[src/shared/csbu_defines.svh]
// Constants for the compare, skip and branch unit.
// Assumes inclusion by bare name from the top-level design file only.
`ifndef CSBU_DEFINES_SVH
`define CSBU_DEFINES_SVH

// Register byte offsets on the APB side
`define CSBU_CTRL_OFS 8'h00
`define CSBU_FLAGS_OFS 8'h04
`define CSBU_STATUS_OFS 8'h08

// Control register fields and reset value
`define CSBU_CTRL_EN_BIT 0
`define CSBU_CTRL_RST 1'b1

// Status flag bit positions
`define CSBU_FLAG_C 0
`define CSBU_FLAG_Z 1
`define CSBU_FLAG_N 2
`define CSBU_FLAG_V 3
`define CSBU_FLAG_S 4
`define CSBU_FLAG_H 5
`define CSBU_FLAG_T 6
`define CSBU_FLAG_I 7
`define CSBU_FLAGS_RST 8'h00

// Status register fields
`define CSBU_STAT_BUSY_BIT 0
`define CSBU_STAT_SKIP_BIT 1
`define CSBU_STAT_TAKEN_BIT 2

// Cycle counts per instruction outcome
`define CSBU_CYC_PLAIN 2'h1
`define CSBU_CYC_TAKEN 2'h2
`define CSBU_CYC_SKIP_ONE 2'h2
`define CSBU_CYC_SKIP_TWO 2'h3

// Program counter steps
`define CSBU_PC_STEP 16'h0001
`define CSBU_PC_SKIP_ONE 16'h0002
`define CSBU_PC_SKIP_TWO 16'h0003

`endif

[src/shared/csbu_pkg.sv]
// Types shared by the compare, skip and branch unit.
// Assumes the defines header sits beside it on the include path.
package csbu_pkg;

  // Instruction classes handed over by the fetch stage
  typedef enum logic [4:0] {
    OP_NONE,
    OP_SKIP_IF_REGS_EQUAL,
    OP_COMPARE_REGS,
    OP_COMPARE_REGS_WITH_CARRY,
    OP_COMPARE_REG_IMMEDIATE,
    OP_SKIP_IF_REG_BIT_CLEAR,
    OP_SKIP_IF_REG_BIT_SET,
    OP_SKIP_IF_IO_BIT_CLEAR,
    OP_SKIP_IF_IO_BIT_SET,
    OP_BRANCH_FLAG_SET,
    OP_BRANCH_FLAG_CLEAR,
    OP_BRANCH_EQUAL,
    OP_BRANCH_NOT_EQUAL,
    OP_BRANCH_CARRY_SET,
    OP_BRANCH_CARRY_CLEAR,
    OP_BRANCH_SAME_OR_HIGHER,
    OP_BRANCH_LOWER,
    OP_BRANCH_MINUS,
    OP_BRANCH_PLUS,
    OP_BRANCH_SIGNED_GE,
    OP_BRANCH_SIGNED_LT,
    OP_BRANCH_HALF_CARRY_SET,
    OP_BRANCH_HALF_CARRY_CLEAR
  } csbu_op_e;

  // One instruction with its operands
  typedef struct packed {
    csbu_op_e op;
    logic [7:0] rd_val;
    logic [7:0] rr_val;
    logic [7:0] imm;
    logic [2:0] bit_sel;
    logic [7:0] io_val;
    logic [2:0] flag_sel;
    logic [6:0] disp;
    logic [15:0] pc;
    logic next_two_word;
  } csbu_req_s;

  // Outcome of one instruction
  typedef struct packed {
    logic done;
    logic [15:0] pc_next;
    logic skip;
    logic taken;
  } csbu_res_s;

  // Arithmetic flags of a compare
  typedef struct packed {
    logic h;
    logic v;
    logic n;
    logic z;
    logic c;
  } csbu_cmp_flags_s;

  typedef enum logic {ST_IDLE, ST_WAIT} csbu_state_e;

endpackage

[src/hw/csbu_sub_flags.sv]
// Subtract-without-writeback flag generator.
// Assumes purely combinational use by the compare path.
`timescale 1ns/1ns
`default_nettype none
module csbu_sub_flags
  import csbu_pkg::*;
(
  input wire logic [7:0] minuend,
  input wire logic [7:0] subtrahend,
  input wire logic borrow_in,
  output var csbu_cmp_flags_s flags_out
);

  logic [7:0] diff;

  // Difference and borrow-based flags
  always_comb begin
    diff = minuend - subtrahend - {7'h00, borrow_in};
    flags_out.c = (~minuend[7] & subtrahend[7]) | (subtrahend[7] & diff[7]) |
                  (diff[7] & ~minuend[7]);
    flags_out.h = (~minuend[3] & subtrahend[3]) | (subtrahend[3] & diff[3]) |
                  (diff[3] & ~minuend[3]);
    flags_out.v = (minuend[7] & ~subtrahend[7] & ~diff[7]) |
                  (~minuend[7] & subtrahend[7] & diff[7]);
    flags_out.n = diff[7];
    flags_out.z = (diff == 8'h00);
  end

endmodule
`default_nettype wire

[src/hw/csbu_top.sv]
// Compare, conditional skip and conditional branch unit with APB registers.
// Assumes the fetch stage holds req stable while req_valid waits on ready.
//
// Implementation choices: the APB slave port and the placing of the registers.
`timescale 1ns/1ns
`default_nettype none
`include "csbu_defines.svh"
module csbu_top
  import csbu_pkg::*;
(
  input wire logic pclk,
  input wire logic presetn,
  input wire logic psel,
  input wire logic penable,
  input wire logic pwrite,
  input wire logic [7:0] paddr,
  input wire logic [31:0] pwdata,
  output var logic [31:0] prdata,
  output var logic pready,
  output var logic pslverr,
  input wire logic req_valid,
  input wire csbu_req_s req,
  output var logic req_ready,
  output var csbu_res_s res,
  output var logic [7:0] status_flags_register
);

  logic ctrl_en, next_ctrl_en;
  logic [7:0] next_flags;
  logic [31:0] next_prdata;
  logic next_pready, next_pslverr;
  csbu_state_e state, next_state;
  logic [1:0] wait_cnt, next_wait_cnt;
  logic next_req_ready;
  csbu_res_s next_res;
  logic accept, apb_wr, apb_rd;
  logic is_skip, is_branch, is_cmp, cond_hit;
  logic [7:0] cmp_sub;
  logic cmp_cin;
  csbu_cmp_flags_s cmp_flags;
  logic [1:0] cycles;
  logic [15:0] disp_ext, pc_calc;
  logic n_xor_v;

  assign accept = req_valid & req_ready;
  assign disp_ext = {{9{req.disp[6]}}, req.disp};
  assign n_xor_v = status_flags_register[`CSBU_FLAG_N] ^
                   status_flags_register[`CSBU_FLAG_V];

  // Compare arithmetic
  csbu_sub_flags u_sub (
    .minuend(req.rd_val),
    .subtrahend(cmp_sub),
    .borrow_in(cmp_cin),
    .flags_out(cmp_flags)
  );

  // Instruction class decode and condition select
  always_comb begin
    is_skip = 1'b0;
    is_branch = 1'b0;
    is_cmp = 1'b0;
    cond_hit = 1'b0;
    cmp_sub = req.rr_val;
    cmp_cin = 1'b0;
    case (req.op)
      OP_SKIP_IF_REGS_EQUAL: begin
        is_skip = 1'b1;
        cond_hit = (req.rd_val == req.rr_val);
      end
      OP_COMPARE_REGS: begin
        is_cmp = 1'b1;
      end
      OP_COMPARE_REGS_WITH_CARRY: begin
        is_cmp = 1'b1;
        cmp_cin = status_flags_register[`CSBU_FLAG_C];
      end
      OP_COMPARE_REG_IMMEDIATE: begin
        is_cmp = 1'b1;
        cmp_sub = req.imm;
      end
      OP_SKIP_IF_REG_BIT_CLEAR: begin
        is_skip = 1'b1;
        cond_hit = ~req.rr_val[req.bit_sel];
      end
      OP_SKIP_IF_REG_BIT_SET: begin
        is_skip = 1'b1;
        cond_hit = req.rr_val[req.bit_sel];
      end
      OP_SKIP_IF_IO_BIT_CLEAR: begin
        is_skip = 1'b1;
        cond_hit = ~req.io_val[req.bit_sel];
      end
      OP_SKIP_IF_IO_BIT_SET: begin
        is_skip = 1'b1;
        cond_hit = req.io_val[req.bit_sel];
      end
      OP_BRANCH_FLAG_SET: begin
        is_branch = 1'b1;
        cond_hit = status_flags_register[req.flag_sel];
      end
      OP_BRANCH_FLAG_CLEAR: begin
        is_branch = 1'b1;
        cond_hit = ~status_flags_register[req.flag_sel];
      end
      OP_BRANCH_EQUAL: begin
        is_branch = 1'b1;
        cond_hit = status_flags_register[`CSBU_FLAG_Z];
      end
      OP_BRANCH_NOT_EQUAL: begin
        is_branch = 1'b1;
        cond_hit = ~status_flags_register[`CSBU_FLAG_Z];
      end
      OP_BRANCH_CARRY_SET, OP_BRANCH_LOWER: begin
        is_branch = 1'b1;
        cond_hit = status_flags_register[`CSBU_FLAG_C];
      end
      OP_BRANCH_CARRY_CLEAR, OP_BRANCH_SAME_OR_HIGHER: begin
        is_branch = 1'b1;
        cond_hit = ~status_flags_register[`CSBU_FLAG_C];
      end
      OP_BRANCH_MINUS: begin
        is_branch = 1'b1;
        cond_hit = status_flags_register[`CSBU_FLAG_N];
      end
      OP_BRANCH_PLUS: begin
        is_branch = 1'b1;
        cond_hit = ~status_flags_register[`CSBU_FLAG_N];
      end
      OP_BRANCH_SIGNED_GE: begin
        is_branch = 1'b1;
        cond_hit = ~n_xor_v;
      end
      OP_BRANCH_SIGNED_LT: begin
        is_branch = 1'b1;
        cond_hit = n_xor_v;
      end
      OP_BRANCH_HALF_CARRY_SET: begin
        is_branch = 1'b1;
        cond_hit = status_flags_register[`CSBU_FLAG_H];
      end
      OP_BRANCH_HALF_CARRY_CLEAR: begin
        is_branch = 1'b1;
        cond_hit = ~status_flags_register[`CSBU_FLAG_H];
      end
      default: begin
        is_skip = 1'b0;
      end
    endcase
  end

  // Cycle cost and program counter outcome
  // signed word displacement
  always_comb begin
    if (is_skip && cond_hit) begin
      cycles = req.next_two_word ? `CSBU_CYC_SKIP_TWO : `CSBU_CYC_SKIP_ONE;
      pc_calc = req.pc + (req.next_two_word ? `CSBU_PC_SKIP_TWO :
                                              `CSBU_PC_SKIP_ONE);
    end else if (is_branch && cond_hit) begin
      cycles = `CSBU_CYC_TAKEN;
      pc_calc = req.pc + disp_ext + `CSBU_PC_STEP;
    end else begin
      cycles = `CSBU_CYC_PLAIN;
      pc_calc = req.pc + `CSBU_PC_STEP;
    end
  end

  // Sequencer: hold the result for the instruction's cycle count
  always_comb begin
    next_state = state;
    next_wait_cnt = wait_cnt;
    next_req_ready = req_ready;
    next_res = res;
    next_res.done = 1'b0;
    case (state)
      ST_IDLE: begin
        next_req_ready = ctrl_en;
        if (accept) begin
          next_res.pc_next = pc_calc;
          next_res.skip = is_skip & cond_hit;
          next_res.taken = is_branch & cond_hit;
          if (cycles == `CSBU_CYC_PLAIN) begin
            next_res.done = 1'b1;
          end else begin
            next_state = ST_WAIT;
            next_wait_cnt = cycles - 2'h2;
            next_req_ready = 1'b0;
          end
        end
      end
      ST_WAIT: begin
        if (wait_cnt == 2'h0) begin
          next_res.done = 1'b1;
          next_req_ready = ctrl_en;
          next_state = ST_IDLE;
        end else begin
          next_wait_cnt = wait_cnt - 2'h1;
        end
      end
      default: begin
        next_state = ST_IDLE;
      end
    endcase
  end

  always_ff @(posedge pclk or negedge presetn) begin
    if (!presetn) begin
      state <= ST_IDLE;
      wait_cnt <= 2'h0;
      req_ready <= 1'b0;
      res <= '0;
    end else begin
      state <= next_state;
      wait_cnt <= next_wait_cnt;
      req_ready <= next_req_ready;
      res <= next_res;
    end
  end

  // APB slave: one wait state, error on unmapped offsets
  assign apb_rd = psel & penable & ~pready;
  assign apb_wr = psel & penable & pready & pwrite;
  always_comb begin
    next_pready = apb_rd;
    next_prdata = 32'h0000_0000;
    next_pslverr = 1'b0;
    next_ctrl_en = ctrl_en;
    next_flags = status_flags_register;
    if (apb_rd) begin
      case (paddr)
        `CSBU_CTRL_OFS: next_prdata[`CSBU_CTRL_EN_BIT] = ctrl_en;
        `CSBU_FLAGS_OFS: next_prdata[7:0] = status_flags_register;
        `CSBU_STATUS_OFS: begin
          next_prdata[`CSBU_STAT_BUSY_BIT] = (state != ST_IDLE);
          next_prdata[`CSBU_STAT_SKIP_BIT] = res.skip;
          next_prdata[`CSBU_STAT_TAKEN_BIT] = res.taken;
        end
        default: next_pslverr = 1'b1;
      endcase
    end
    if (apb_wr && paddr == `CSBU_CTRL_OFS) begin
      next_ctrl_en = pwdata[`CSBU_CTRL_EN_BIT];
    end
    // compare result beats a software flag write
    if (accept && is_cmp) begin
      next_flags[`CSBU_FLAG_C] = cmp_flags.c;
      next_flags[`CSBU_FLAG_Z] = cmp_flags.z;
      next_flags[`CSBU_FLAG_N] = cmp_flags.n;
      next_flags[`CSBU_FLAG_V] = cmp_flags.v;
      next_flags[`CSBU_FLAG_H] = cmp_flags.h;
    end else if (apb_wr && paddr == `CSBU_FLAGS_OFS) begin
      next_flags = pwdata[7:0];
    end
  end

  always_ff @(posedge pclk or negedge presetn) begin
    if (!presetn) begin
      pready <= 1'b0;
      prdata <= 32'h0000_0000;
      pslverr <= 1'b0;
      ctrl_en <= `CSBU_CTRL_RST;
      status_flags_register <= `CSBU_FLAGS_RST;
    end else begin
      pready <= next_pready;
      prdata <= next_prdata;
      pslverr <= next_pslverr;
      ctrl_en <= next_ctrl_en;
      status_flags_register <= next_flags;
    end
  end
endmodule
`default_nettype wire

[config.mk]
export PLATFORM = sky130hd
export DESIGN_NAME = csbu_top
export DESIGN_NICKNAME = d
export VERILOG_FILES = /design/src/shared/csbu_pkg.sv /design/src/hw/csbu_sub_flags.sv /design/src/hw/csbu_top.sv
export VERILOG_INCLUDE_DIRS = /design/src /design/src/shared
export SDC_FILE = /design/constraint.sdc
export NUM_CORES = 1
export LEC_CHECK = 0
export BUFFER_PORTS_ARGS = -buffer_cell sky130_fd_sc_hd__buf_2
export CAP_MARGIN = 10
export CORE_MARGIN = 5
export CORE_UTILIZATION = 45
export CTS_CLUSTER_DIAMETER = 40
export CTS_CLUSTER_SIZE = 12
export DETAILED_ROUTE_END_ITERATION = 10
export PLACE_DENSITY = 0.78
export SLEW_MARGIN = 20
export SYNTH_ARGS = -nofsm -noshare
export SYNTH_HDL_FRONTEND = slang
export SYNTH_SLANG_ARGS = --single-unit
[constraint.sdc]
create_clock -name pclk -period 2.6 [get_ports pclk]
set_input_delay 0.52 -clock pclk [delete_from_list [all_inputs] [get_ports pclk]]
set_output_delay 0.52 -clock pclk [all_outputs]
set_load 0.01 [all_outputs]
==> impl_results.md, run 1 <==
* Cell Rows at 36
* Pwr dens at roughly 340 nW/um^2
* Clk buf depth at 2
* Sequential fraction of the synthesis area at 23.39%
* Die width at 110.0 um
* Fin Hold WS at 0.2077 ns
* Reg power frac at between 30% and 40%
* Remaining DRCs at 0
* Drt total wl at 12.82 mm
* EDFF count, synth at 0
* Vias post-DR at 4464
* Wirelength per Cell at ~15 um
* Clk_lat worst skew at a little under 0.3 ns
* Post-synth top flop: dfrtp_1
* Util after Layout at 61.73%
* Synthesis-to-layout area growth at 34.09%
* Violated checks: setup timing
* Global route overflow at 0
* Routed length on met3 at 667 um
* CTS sink cnt at 42
* DRT met1 WL at roughly 5.5 mm
* Internal at 1.359 mW
* CTS buffer count at 5
* Outcome: complete, but fails checks
* CP top delay family: compound AO/OA/AOI/OAI gates
* Post-placement cell count at 846
* Top layer in use: met4
* Worst VDD drop at 0.2121 mV
* Hold Crit Class: input port to asynchronous set/reset pin
* Seq cells post-synth at 42
* Initial antenna violation count at 0
* Core ar. at 9774 um^2
* Critical path type: input port to flip-flop
* Largest net degree at the start of global routing at 43
* Power share of the combinational group at 41.4%
* Final period util at 115.8%
* Root buffer cell: clkbuf_8
* Crit path capture type: flip-flop
* Layout Skew at 0.007064 ns
* H-tree depth at 2
* Placed cell area at 5715 um^2
* Leakage at ~3 nW
* Sw Ratio at 32.89%
* Slowest stage delay, CP at 0.31 ns
* Setup WS pre-CTS at -0.7253 ns
* Hpwl dp at about 10 mm
* Final hold violations at 0
* TritonCTS clock tree: built
* # diodes at 0
* GPL Wtd Cong at 0.8606
* Drt first-iter violations at 177
* Crit-path max FO at 3
* Ys async rst share at 100.0%
* Clock network power share at roughly a quarter
* Fillers at 858
* Synth Cell Area at approximately 4500 um^2
* # IOs at 175
* CP bufs+invs at 3
* CP Cell Sequence: buf_6, nand2b_4, nor2_4, nand2_4, buf_6, mux2_4, ha_4, inv_2, ha_4, a21boi_2, o21a_1, o21a_1, o21ai_2, nand3_1, and2_4, o311a_1
* Fin nets at 875
* Max-cap violation count at 0
* Synth Instances at approximately 530
* Critical Path RT at 2.78 ns
* Final-report max-slew violation count at 0
* Number of distinct library cells after synthesis at 67
* Via density at 5.191
* Setup TNS at -1.403 ns
* Full die area at 12100 um^2
* Syn Area/Cell at 8.441 um^2
* Clock transition at path regs at 0.09 ns
* Initial core utilization at 46.03%
* GRT Resource Usage Total at 21.61%
* Slew HR at 60.95%
* Worst EP arrival at 3.19 ns
* Share of cells above drive strength 1 at 38.24%
* Final Non-Filler Cells at between 800 and 900
* Routed Antenna Nets at 0
* Worst-Margin Slew at 0.5858 ns
* Finish-stage setup viols at 7
* Overall power at 2.026 mW
* Final Instance Area at 6033 um^2
* Fmax at approximately 0.33 GHz
* Die Height at 110.0 um
* I/O Buffers at 126
* Met2 wire len at about 6.4 mm
* RSZ-0062 raised after global routing: yes
* Yosys Warn Count at 0
* Startpoint types: input port
* First-pass GRT wire length at 21.08 mm
* Final worst setup slack at -0.4099 ns
* Vias in the first global route at 4667
* Tmin final at roughly 3.0 ns
* NetSw at 0.6663 mW
* DR pass1 iterations at 4
* Cell with the largest stage delay on the worst path: mux2_4
==> state kept, by name, indices dropped and copies added, names as in the netlist <==
signal                 cells
res                       19
state                      1
pready                     1
ctrl_en                    1
wait_cnt                   2
prdata                     8
pslverr                    1
req_ready                  1
status_flags_register      8
==> final cells by class <==
class,count,area (um^2),share of cell area (%)
Multi-Input combinational cell,439,3332,55.23
Timing Repair Buffer,202,1234,20.45
Sequential cell,42,1052,17.44
Tap cell,133,166.4,2.758
Inverter,36,135.1,2.240
Clock buffer,5,68.82,1.141
Clock inverter,3,45.04,0.7466
==> final timing paths <==
path	slack, ns	to	cells past startpoint	from
max	-0.41	status_flags_register[3]	16	req[65]
min	0.21	res[11]	1	presetn
max reg2reg	-0.16	status_flags_register[3]	12	status_flags_register[0]
min reg2reg	0.47	pready	1	pready
max in group asynchronous	2.01	res[8]	1	presetn
min in group pclk	0.46	status_flags_register[7]	2	pwdata[7]
==> placed cells by master, fill, tap and decap left out, drive strengths merged, types with 16 or more instances in the layout <==
cell type | synthesis | layout
xnor2 | 32 | 32
inv | 36 | 36
ha | 33 | 33
conb | 1 | 24
nor3 | 19 | 19
nand2 | 44 | 44
o21ai | 37 | 37
mux2 | 16 | 16
xor2 | 19 | 19
a21oi | 29 | 29
buf | 33 | 202
dfrtp | 41 | 41
nor2 | 37 | 38
==> kinds of logic after synthesis <==
group / count (synthesis) / synth area share (%)
AO/OA/AOI/OAI: 129 / 19.30
other: 1 / 0.08335
AND/OR/NAND/NOR: 164 / 17.99
XOR/XNOR: 51 / 9.928
buffers and inverters: 76 / 8.787
multiplexers: 34 / 10.01
adder cells (fa/ha/maj): 36 / 10.51
flip-flops: 42 / 23.39
==> cell usage after synthesis (3+ instances only) <==
cell	number	share of area, %
a22oi_1	3	0.50
o31a_1	3	0.58
ha_1	33	9.2
mux2i_1	12	2.7
or3_1	4	0.56
o211ai_1	3	0.50
xor2_1	19	3.7
inv_1	36	3.0
o21ai_0	33	3.7
nor2_1	36	3.0
mux4_1	4	2.3
nand2b_1	3	0.42
xnor2_1	32	6.2
nor2b_1	10	1.4
or2_2	4	0.56
buf_4	25	4.2
fa_1	3	1.3
a21o_1	6	1.0
nand4_1	7	0.97
a21oi_1	29	3.2
and3_1	5	0.70
and2_1	8	1.1
nand3_1	15	1.7
buf_2	6	0.67
nor3_1	18	2.0
mux2_2	16	4.0
o21a_1	9	1.5
dfrtp_1	41	23
a211oi_1	9	1.5
clkbuf_1	6	0.50
nand2_1	44	3.7
==> what timing repair did <==
action,4_1_cts,5_1_grt
hold buffers,0,0
gates cloned,0,1
buffers inserted,3,2
pin swaps,16,9
gates resized for setup,23,18
setup endpoints to repair,18,23
==> power groups by stage <==
stage          Combinational (mW)  Sequential, mW  Clock (mW)
2_1_floorplan               0.483           0.685           0
4_1_cts                     0.803           0.668       0.533
5_1_grt                     0.920           0.669       0.559
6_report                    0.838           0.668       0.520
3_5_place_dp                0.766           0.681           0
3_3_place_gp                0.735           0.680           0
==> per-layer routing <==
metal / GRT usage [%] / vias up
met5: 0 / -
met4: 6.679 / 0
met3: 3.262 / 21
met2: 38.30 / 135
met1: 26.96 / 2075
li1: - / 2233
(Power assumes the default switching activity.)
==> run 2, diff against run 1 <==
--- a/config.mk
+++ b/config.mk
@@ -13,7 +13,7 @@
 export CTS_CLUSTER_DIAMETER = 40
 export CTS_CLUSTER_SIZE = 12
 export DETAILED_ROUTE_END_ITERATION = 10
-export PLACE_DENSITY = 0.78
+export PLACE_DENSITY = 0.75
 export SLEW_MARGIN = 20
 export SYNTH_ARGS = -nofsm -noshare
 export SYNTH_HDL_FRONTEND = slang
==> constraint.sdc (replaced) <==
create_clock -name pclk -period 3.6 [get_ports pclk]
set_input_delay 0.72 -clock pclk [delete_from_list [all_inputs] [get_ports pclk]]
set_output_delay 0.72 -clock pclk [all_outputs]
set_load 0.01 [all_outputs]
==> run 2 against run 1 <==
Against the previous run:
- the flow now finishes without violations
- total power shrank 33%
- global-route usage shrank 1.9 points
- setup slack gained 0.66 ns
- largest power group unchanged
- combinational power shrank 42%
- final cell count shrank 6.7%
- non-clock buffer count shrank 57
- first-iteration DRC count grew 54%
- critical path depth is the same
==> impl_results.md, run 2 (synthesized netlist as in run 1, its figures left out) <==
* Max-cap violation count at 0 (unchanged)
* Fin Hold WS at 0.4765 ns (+0.2688 ns)
* NetSw at 0.4501 mW (-32%)
* Post-CTS Setup Inserts at 0 (-3)
* # IOs at 175 (unchanged)
* # diodes at 0 (unchanged)
* Setup WS pre-CTS at -0.1067 ns (+0.6186 ns)
* Finish-stage setup viols at 0 (-7)
* RSZ-0062 raised after global routing: no
* CP top delay family: compound AO/OA/AOI/OAI gates
* Post-placement cell count at 794 (-6.1%)
* Slew HR at 37.31% (-24 points)
* Top reg by flops: res
* GRT Resource Usage Total at 19.73% (-1.9 points)
* Critical Path RT at 3.78 ns (+1.00 ns)
* Most frequent cells in the layout: buf_2, nand2_1, dfrtp_1
* CP bufs+invs at 2 (-1)
* Outcome: finished, final reports clean
* Initial antenna violation count at 0 (unchanged)
* Wirelength per Cell at 15.02 um (+0.77%)
* Final worst setup slack at 0.2464 ns (+0.6563 ns)
* Slowest stage delay, CP at 0.41 ns (+0.10 ns)
* Crit-path max FO at 3 (unchanged)
* Critical path type: input port to flip-flop
* Hpwl dp at 9.853 mm (-5.7%)
* Max FFs per register at 19 (unchanged)
* Fin nets at 817 (-6.6%)
* First-pass GRT wire length at 19.15 mm (-9.2%)
* Vias in the first global route at 4147 (-11%)
* Internal at 0.9085 mW (-33%)
* Worst Setup SP: req[65]
* Pwr dens at 252.4 nW/um^2 (-25%)
* Power share of the combinational group at 36.1% (-5.3 points)
* TritonCTS clock tree: built
* Share of cells above drive strength 1 at 28.10% (-10 points)
* Final hold violations at 0 (unchanged)
* Largest net degree at the start of global routing at 43 (unchanged)
* Reg power frac at 35.5% (+2.5 points)
* H-tree depth at 2 (unchanged)
* Synthesis-to-layout area growth at 19.63%
* Core ar. at 9774 um^2 (unchanged)
* Clk buf depth at 2 (unchanged)
* Area of the multi-input gates at 3146 um^2 (-5.6%)
* Worst EP arrival at 3.54 ns (+0.35 ns)
* Commonest non-fill, non-tap cell in the layout: buf_2
* CTS sink cnt at 42 (unchanged)
* Full die area at 12100 um^2 (unchanged)
* Fillers at 919 (+7.1%)
* Startpoint types: input port
* Clk_lat worst skew at 0.30 ns (about the same)
* DR pass1 iterations at 4 (unchanged)
* Final period util at 93.16%
* Fmax at 0.2982 GHz
* Hold Crit Class: flip-flop to flip-flop
* Via density at 5.360 (+3.3%)
* Final Non-Filler Cells at 802 (-6.7%)
* Worst-Margin Slew at 0.9404 ns (+0.3546 ns)
* Die width at 110.0 um (unchanged)
* Util after Layout at 55.07% (-6.7 points)
* Root buffer cell: clkbuf_8
* Cell Rows at 36 (unchanged)
* Hold-fix buffers at CTS at 0 (unchanged)
* I/O Buffers at 126 (unchanged)
* Largest registers: res (19), prdata (8), status_flags_register (8)
* Cell with the largest stage delay on the worst path: fa_1
* Most used cell, CP: o21a_1
* Final-report max-slew violation count at 0 (unchanged)
* Clock network power share at 28.4% (+2.7 points)
* Drt first-iter violations at 273 (+54%)
* Vias post-DR at 4299 (-3.7%)
* Drt total wl at 12.05 mm (-6.0%)
* Remaining DRCs at 0 (unchanged)
* Die Height at 110.0 um (unchanged)
* Layout Skew at 0.01178 ns (+0.004718 ns)
* Tmin final at 3.354 ns
* GPL Wtd Cong at 0.8849 (+2.8%)
* R2r startpoint: status_flags_register[0]
* Global route overflow at 0 (unchanged)
* Leakage at 2.700 nW (-11%)
* Routed Antenna Nets at 0 (unchanged)
* Crit path capture type: flip-flop
* Sequential standard cell area at 1052 um^2 (unchanged)
* Clock transition at path regs at 0.08 ns (about the same)
* Hold wc startpoint: pready
* CP Cell Sequence: buf_2, nand2b_1, nor2_2, nand2_2, mux2_2, fa_1, inv_1, ha_1, nand2_1, a21boi_0, o21a_1, o21a_1, o21ai_1, nand3_1, and2_1, o311a_1
* CTS buffer count at 5 (unchanged)
* Worst VDD drop at 0.1574 mV (-26%)
* Sw Ratio at 33.13% (+0.23 points)
* Initial core utilization at 46.03% (unchanged)
-- run 2: changes by cell type in the layout (fill, tap and decap cells not counted), sizes merged --
cell / delta
buf: -57
clkbuf: +1
clkinvlp: -1
nor2: -1
-- run 2: power groups by stage --
stage | logic, mW | registers, mW | clock network [mW]
global placement | 0.468 | 0.492 | 0
detailed placement | 0.485 | 0.492 | 0
floorplan | 0.336 | 0.495 | 0
CTS | 0.488 | 0.483 | 0.384
global route | 0.543 | 0.484 | 0.407
finish | 0.490 | 0.483 | 0.386
-- run 2: worst register-to-register path: cells and delay by family (launching register included) --
| kind | cells | cell delay (ns) |
|---|---|---|
| compound gates | 5 | 0.89 |
| fa+ha+maj | 2 | 0.61 |
| buf+inv | 1 | 0.07 |
| flops | 1 | 0.49 |
| simple gates | 4 | 0.67 |
-- run 2: final timing paths --
check,to,slack [ns],cells past startpoint
worst min-delay path,pready,0.48,1
min in group asynchronous,res[12],0.56,1
worst max-delay path,status_flags_register[3],0.25,16
worst min register to register,pready,0.48,1
max in group asynchronous,prdata[2],2.46,1
worst max register to register,status_flags_register[3],0.77,12
-- run 2: what timing repair did --
| item | in CTS | in global routing |
|---|---|---|
| endpoints found under the setup margin | 0 | 1 |
| hold endpoints to repair | 0 | 0 |
| gates resized for setup | 0 | 2 |
-- run 2: routing by layer --
layer | GRT usage (%) | wire (um) | up-vias | share of wire [%]
li1 | - | - | 2127 | -
met1 | 24.65 | 5076 | 2019 | 42
met2 | 35.10 | 6103 | 139 | 51
met3 | 3.378 | 697 | 14 | 5.8
met4 | 5.076 | 170 | 0 | 1.4
met5 | 0 | 0 | - | 0
-- run 2: final cells by class --
| class | count | area share, % |
|---|---|---|
| Timing Repair Buffer | 145 | 14.37 |
| Inverter | 36 | 2.510 |
| Sequential cell | 42 | 19.55 |
| Clock buffer | 6 | 1.348 |
| Tap cell | 133 | 3.092 |
| Multi-Input combinational cell | 438 | 58.44 |
| Clock inverter | 2 | 0.6974 |
-- run 2: per-stage QoR --
stage               instance area (um^2)  total power [mW]  setup TNS, ns
global placement                    5268            0.9599              0
detailed placement                  5268            0.9773        -0.1359
CTS                                 5378             1.355              0
global route                        5383             1.434              0
floorplan                           4588            0.8305              0
finish                              5383             1.359              0
==> run 3, diff against run 2 <==
==> constraint.sdc (replaced) <==
create_clock -name pclk -period 4.3 [get_ports pclk]
set_input_delay 0.86 -clock pclk [delete_from_list [all_inputs] [get_ports pclk]]
set_output_delay 0.86 -clock pclk [all_outputs]
set_load 0.01 [all_outputs]
==> run 3 against run 2 <==
Against the previous run:
- register-to-register slack improved by 0.56 ns
- count of clock-buffer cells in the layout shrank 1
- total power down 13%
- via count decreased by 0.70%
- die area is the same
- design area shrank 1.4%
- sequential share of layout area increased by 0.29 points
- utilization decreased by 0.79 points
- combinational power decreased by 19%
- hold slack improved by 0.0012 ns
- wire length down 1.7%
- critical path depth unchanged
==> impl_results.md, run 3 (synthesized netlist as in run 1, its figures left out) <==
* Startpoint types: input port
* Reg power frac at 34.3% (-1.2 points)
* Vias in the first global route at 4123 (-0.58%)
* Crit path capture type: flip-flop
* Sw Ratio at 31.20% (-1.9 points)
* CP Cell Sequence: buf_2, nand2b_1, nor2_1, nand2_1, mux2_2, fa_1, inv_1, ha_1, nand2_1, a21boi_0, o21a_1, o21a_1, o21ai_0, nand3_1, and2_1, o311a_1
* Wirelength per Cell at 15.02 um (about the same)
* Die Height at 110.0 um (unchanged)
* Post-CTS Setup Inserts at 0 (unchanged)
* Fin nets at 804 (-1.6%)
* Largest registers: res (19), prdata (8), status_flags_register (8)
* GRT Resource Usage Total at 19.52% (-0.21 points)
* Internal at 0.8101 mW (-11%)
* Initial core utilization at 46.03% (unchanged)
* RSZ-0062 raised after global routing: no
* Worst-Margin Slew at 0.9518 ns (+0.01141 ns)
* H-tree depth at 2 (unchanged)
* Slew HR at 36.55% (-0.76 points)
* Largest net degree at the start of global routing at 43 (unchanged)
* NetSw at 0.3673 mW (-18%)
* GPL Wtd Cong at 0.8793 (-0.63%)
* Cell with the largest stage delay on the worst path: fa_1
* CTS buffer count at 5 (unchanged)
* Final period util at 88.85%
* Initial antenna violation count at 0 (unchanged)
* CTS resizes at 0 (unchanged)
* Crit-path max FO at 8 (+5)
* Finish-stage setup viols at 0 (unchanged)
* Drt first-iter violations at 264 (-3.3%)
* Share of cells above drive strength 1 at 26.37% (-1.7 points)
* Hpwl dp at 9.634 mm (-2.2%)
* Via density at 5.411 (+0.94%)
* Leakage at 2.656 nW (-1.6%)
* Hold-fix buffers at CTS at 0 (unchanged)
* Remaining DRCs at 0 (unchanged)
* # diodes at 0 (unchanged)
* Final hold violations at 0 (unchanged)
* Tmin final at 3.821 ns
* Fmax at ~0.26 GHz
* # IOs at 175 (unchanged)
* DR pass1 iterations at 5 (+1)
* Fin Hold WS at 0.4777 ns (+0.001186 ns)
* Routed Antenna Nets at 0 (unchanged)
* First-pass GRT wire length at 19.04 mm (-0.57%)
* Commonest non-fill, non-tap cell in the layout: buf_2
* Outcome: finished, final reports clean
* Die width at 110.0 um (unchanged)
* Core ar. at 9774 um^2 (unchanged)
* Clk_lat worst skew at 0.29 ns (about the same)
* I/O Buffers at 126 (unchanged)
* TritonCTS clock tree: built
* Power share of the combinational group at 33.7% (-2.4 points)
* Global route overflow at 0 (unchanged)
* Cell Rows at 36 (unchanged)
* Worst VDD drop at 0.1001 mV (-36%)
* Slowest stage delay, CP at 0.43 ns (+0.02 ns)
* CTS sink cnt at 42 (unchanged)
* Critical path type: input port to flip-flop
* Most frequent cells in the layout: buf_2, nand2_1, dfrtp_1
* Top reg by flops: res
* Clock transition at path regs at 0.08 ns (about the same)
* Critical Path RT at 4.48 ns (+0.70 ns)
* Layout Skew at 0.005159 ns (-0.006624 ns)
* Synthesis-to-layout area growth at 17.91%
* Pwr dens at 221.9 nW/um^2 (-12%)
* Root buffer cell: clkbuf_8
* Drt total wl at 11.85 mm (-1.7%)
* Full die area at 12100 um^2 (unchanged)
* Max FFs per register at 19 (unchanged)
* Worst EP arrival at 4.00 ns (+0.46 ns)
* Setup TNS at 0 ns (unchanged)
* Clk buf depth at 2 (unchanged)
* Max-cap violation count at 0 (unchanged)
* Vias post-DR at 4269 (-0.70%)
* Hold Crit Class: flip-flop to flip-flop
* Final-report max-slew violation count at 0 (unchanged)
* Clock network power share at 32.0% (+3.6 points)
-- run 3: cell count changes in the layout (fill, tap and decap cells not counted), sizes merged --
cell / before / now
clkinv: 0 / 1
clkbuf: 6 / 5
bufinv: 1 / 2
clkinvlp: 1 / 0
buf: 145 / 132
-- run 3: final cells by class --
cell class,instances,area [um^2]
Clock buffer,5,68.82
Clock inverter,3,68.82
Fill cell,931,4469
Inverter,36,135.1
Multi-Input combinational cell,438,3138
Sequential cell,42,1052
Tap cell,133,166.4
Timing Repair Buffer,132,675.6
-- run 3: worst paths after layout --
path / slack (ns) / cells after the start / end / start
max in group asynchronous: 3.00 / 1 / res[6] / presetn
min in group asynchronous: 0.71 / 1 / res[14] / presetn
min: 0.48 / 2 / res[9] / res[9]
max reg2reg: 1.33 / 12 / status_flags_register[3] / status_flags_register[0]
min reg2reg: 0.48 / 2 / res[9] / res[9]
max: 0.48 / 16 / status_flags_register[3] / req[65]
-- run 3: layer usage --
metal,vias to the layer above,wire length (um),track usage (%)
li1,2093,-,-
met1,2035,5014,24.20
met2,124,5879,34.36
met3,17,752,3.378
met4,0,202,6.144
met5,-,0,0
-- run 3: power by group through the flow --
stage / clock network (mW) / registers (mW) / logic (mW)
CTS: 0.383 / 0.404 / 0.395
floorplan: 0 / 0.414 / 0.280
global placement: 0 / 0.412 / 0.381
global route: 0.402 / 0.405 / 0.441
finish: 0.377 / 0.404 / 0.396
detailed placement: 0 / 0.412 / 0.393
-- run 3: metrics by stage --
stage / instance area, um^2 / utilization, % / setup WS (ns) / std cells / power [mW]
finish: 5305 / 54.28 / 0.4795 / 789 / 1.177
floorplan: 4586 / - / 0.4767 / 556 / 0.6947
CTS: 5305 / 54.28 / 0.4804 / 789 / 1.182
global placement: 5167 / 52.87 / 0.2512 / 781 / 0.7924
detailed placement: 5167 / 52.87 / 0.1454 / 781 / 0.8048
global route: 5305 / 54.28 / 0.2569 / 789 / 1.248
-- run 3: worst max-delay path, delay by kind of cell --
family,cells,cell delay [ns]
AO/OA/AOI/OAI,5,0.94
adder cells (fa/ha/maj),2,0.65
buffers and inverters,2,0.22
multiplexers,1,0.39
AND/OR/NAND/NOR,6,0.92
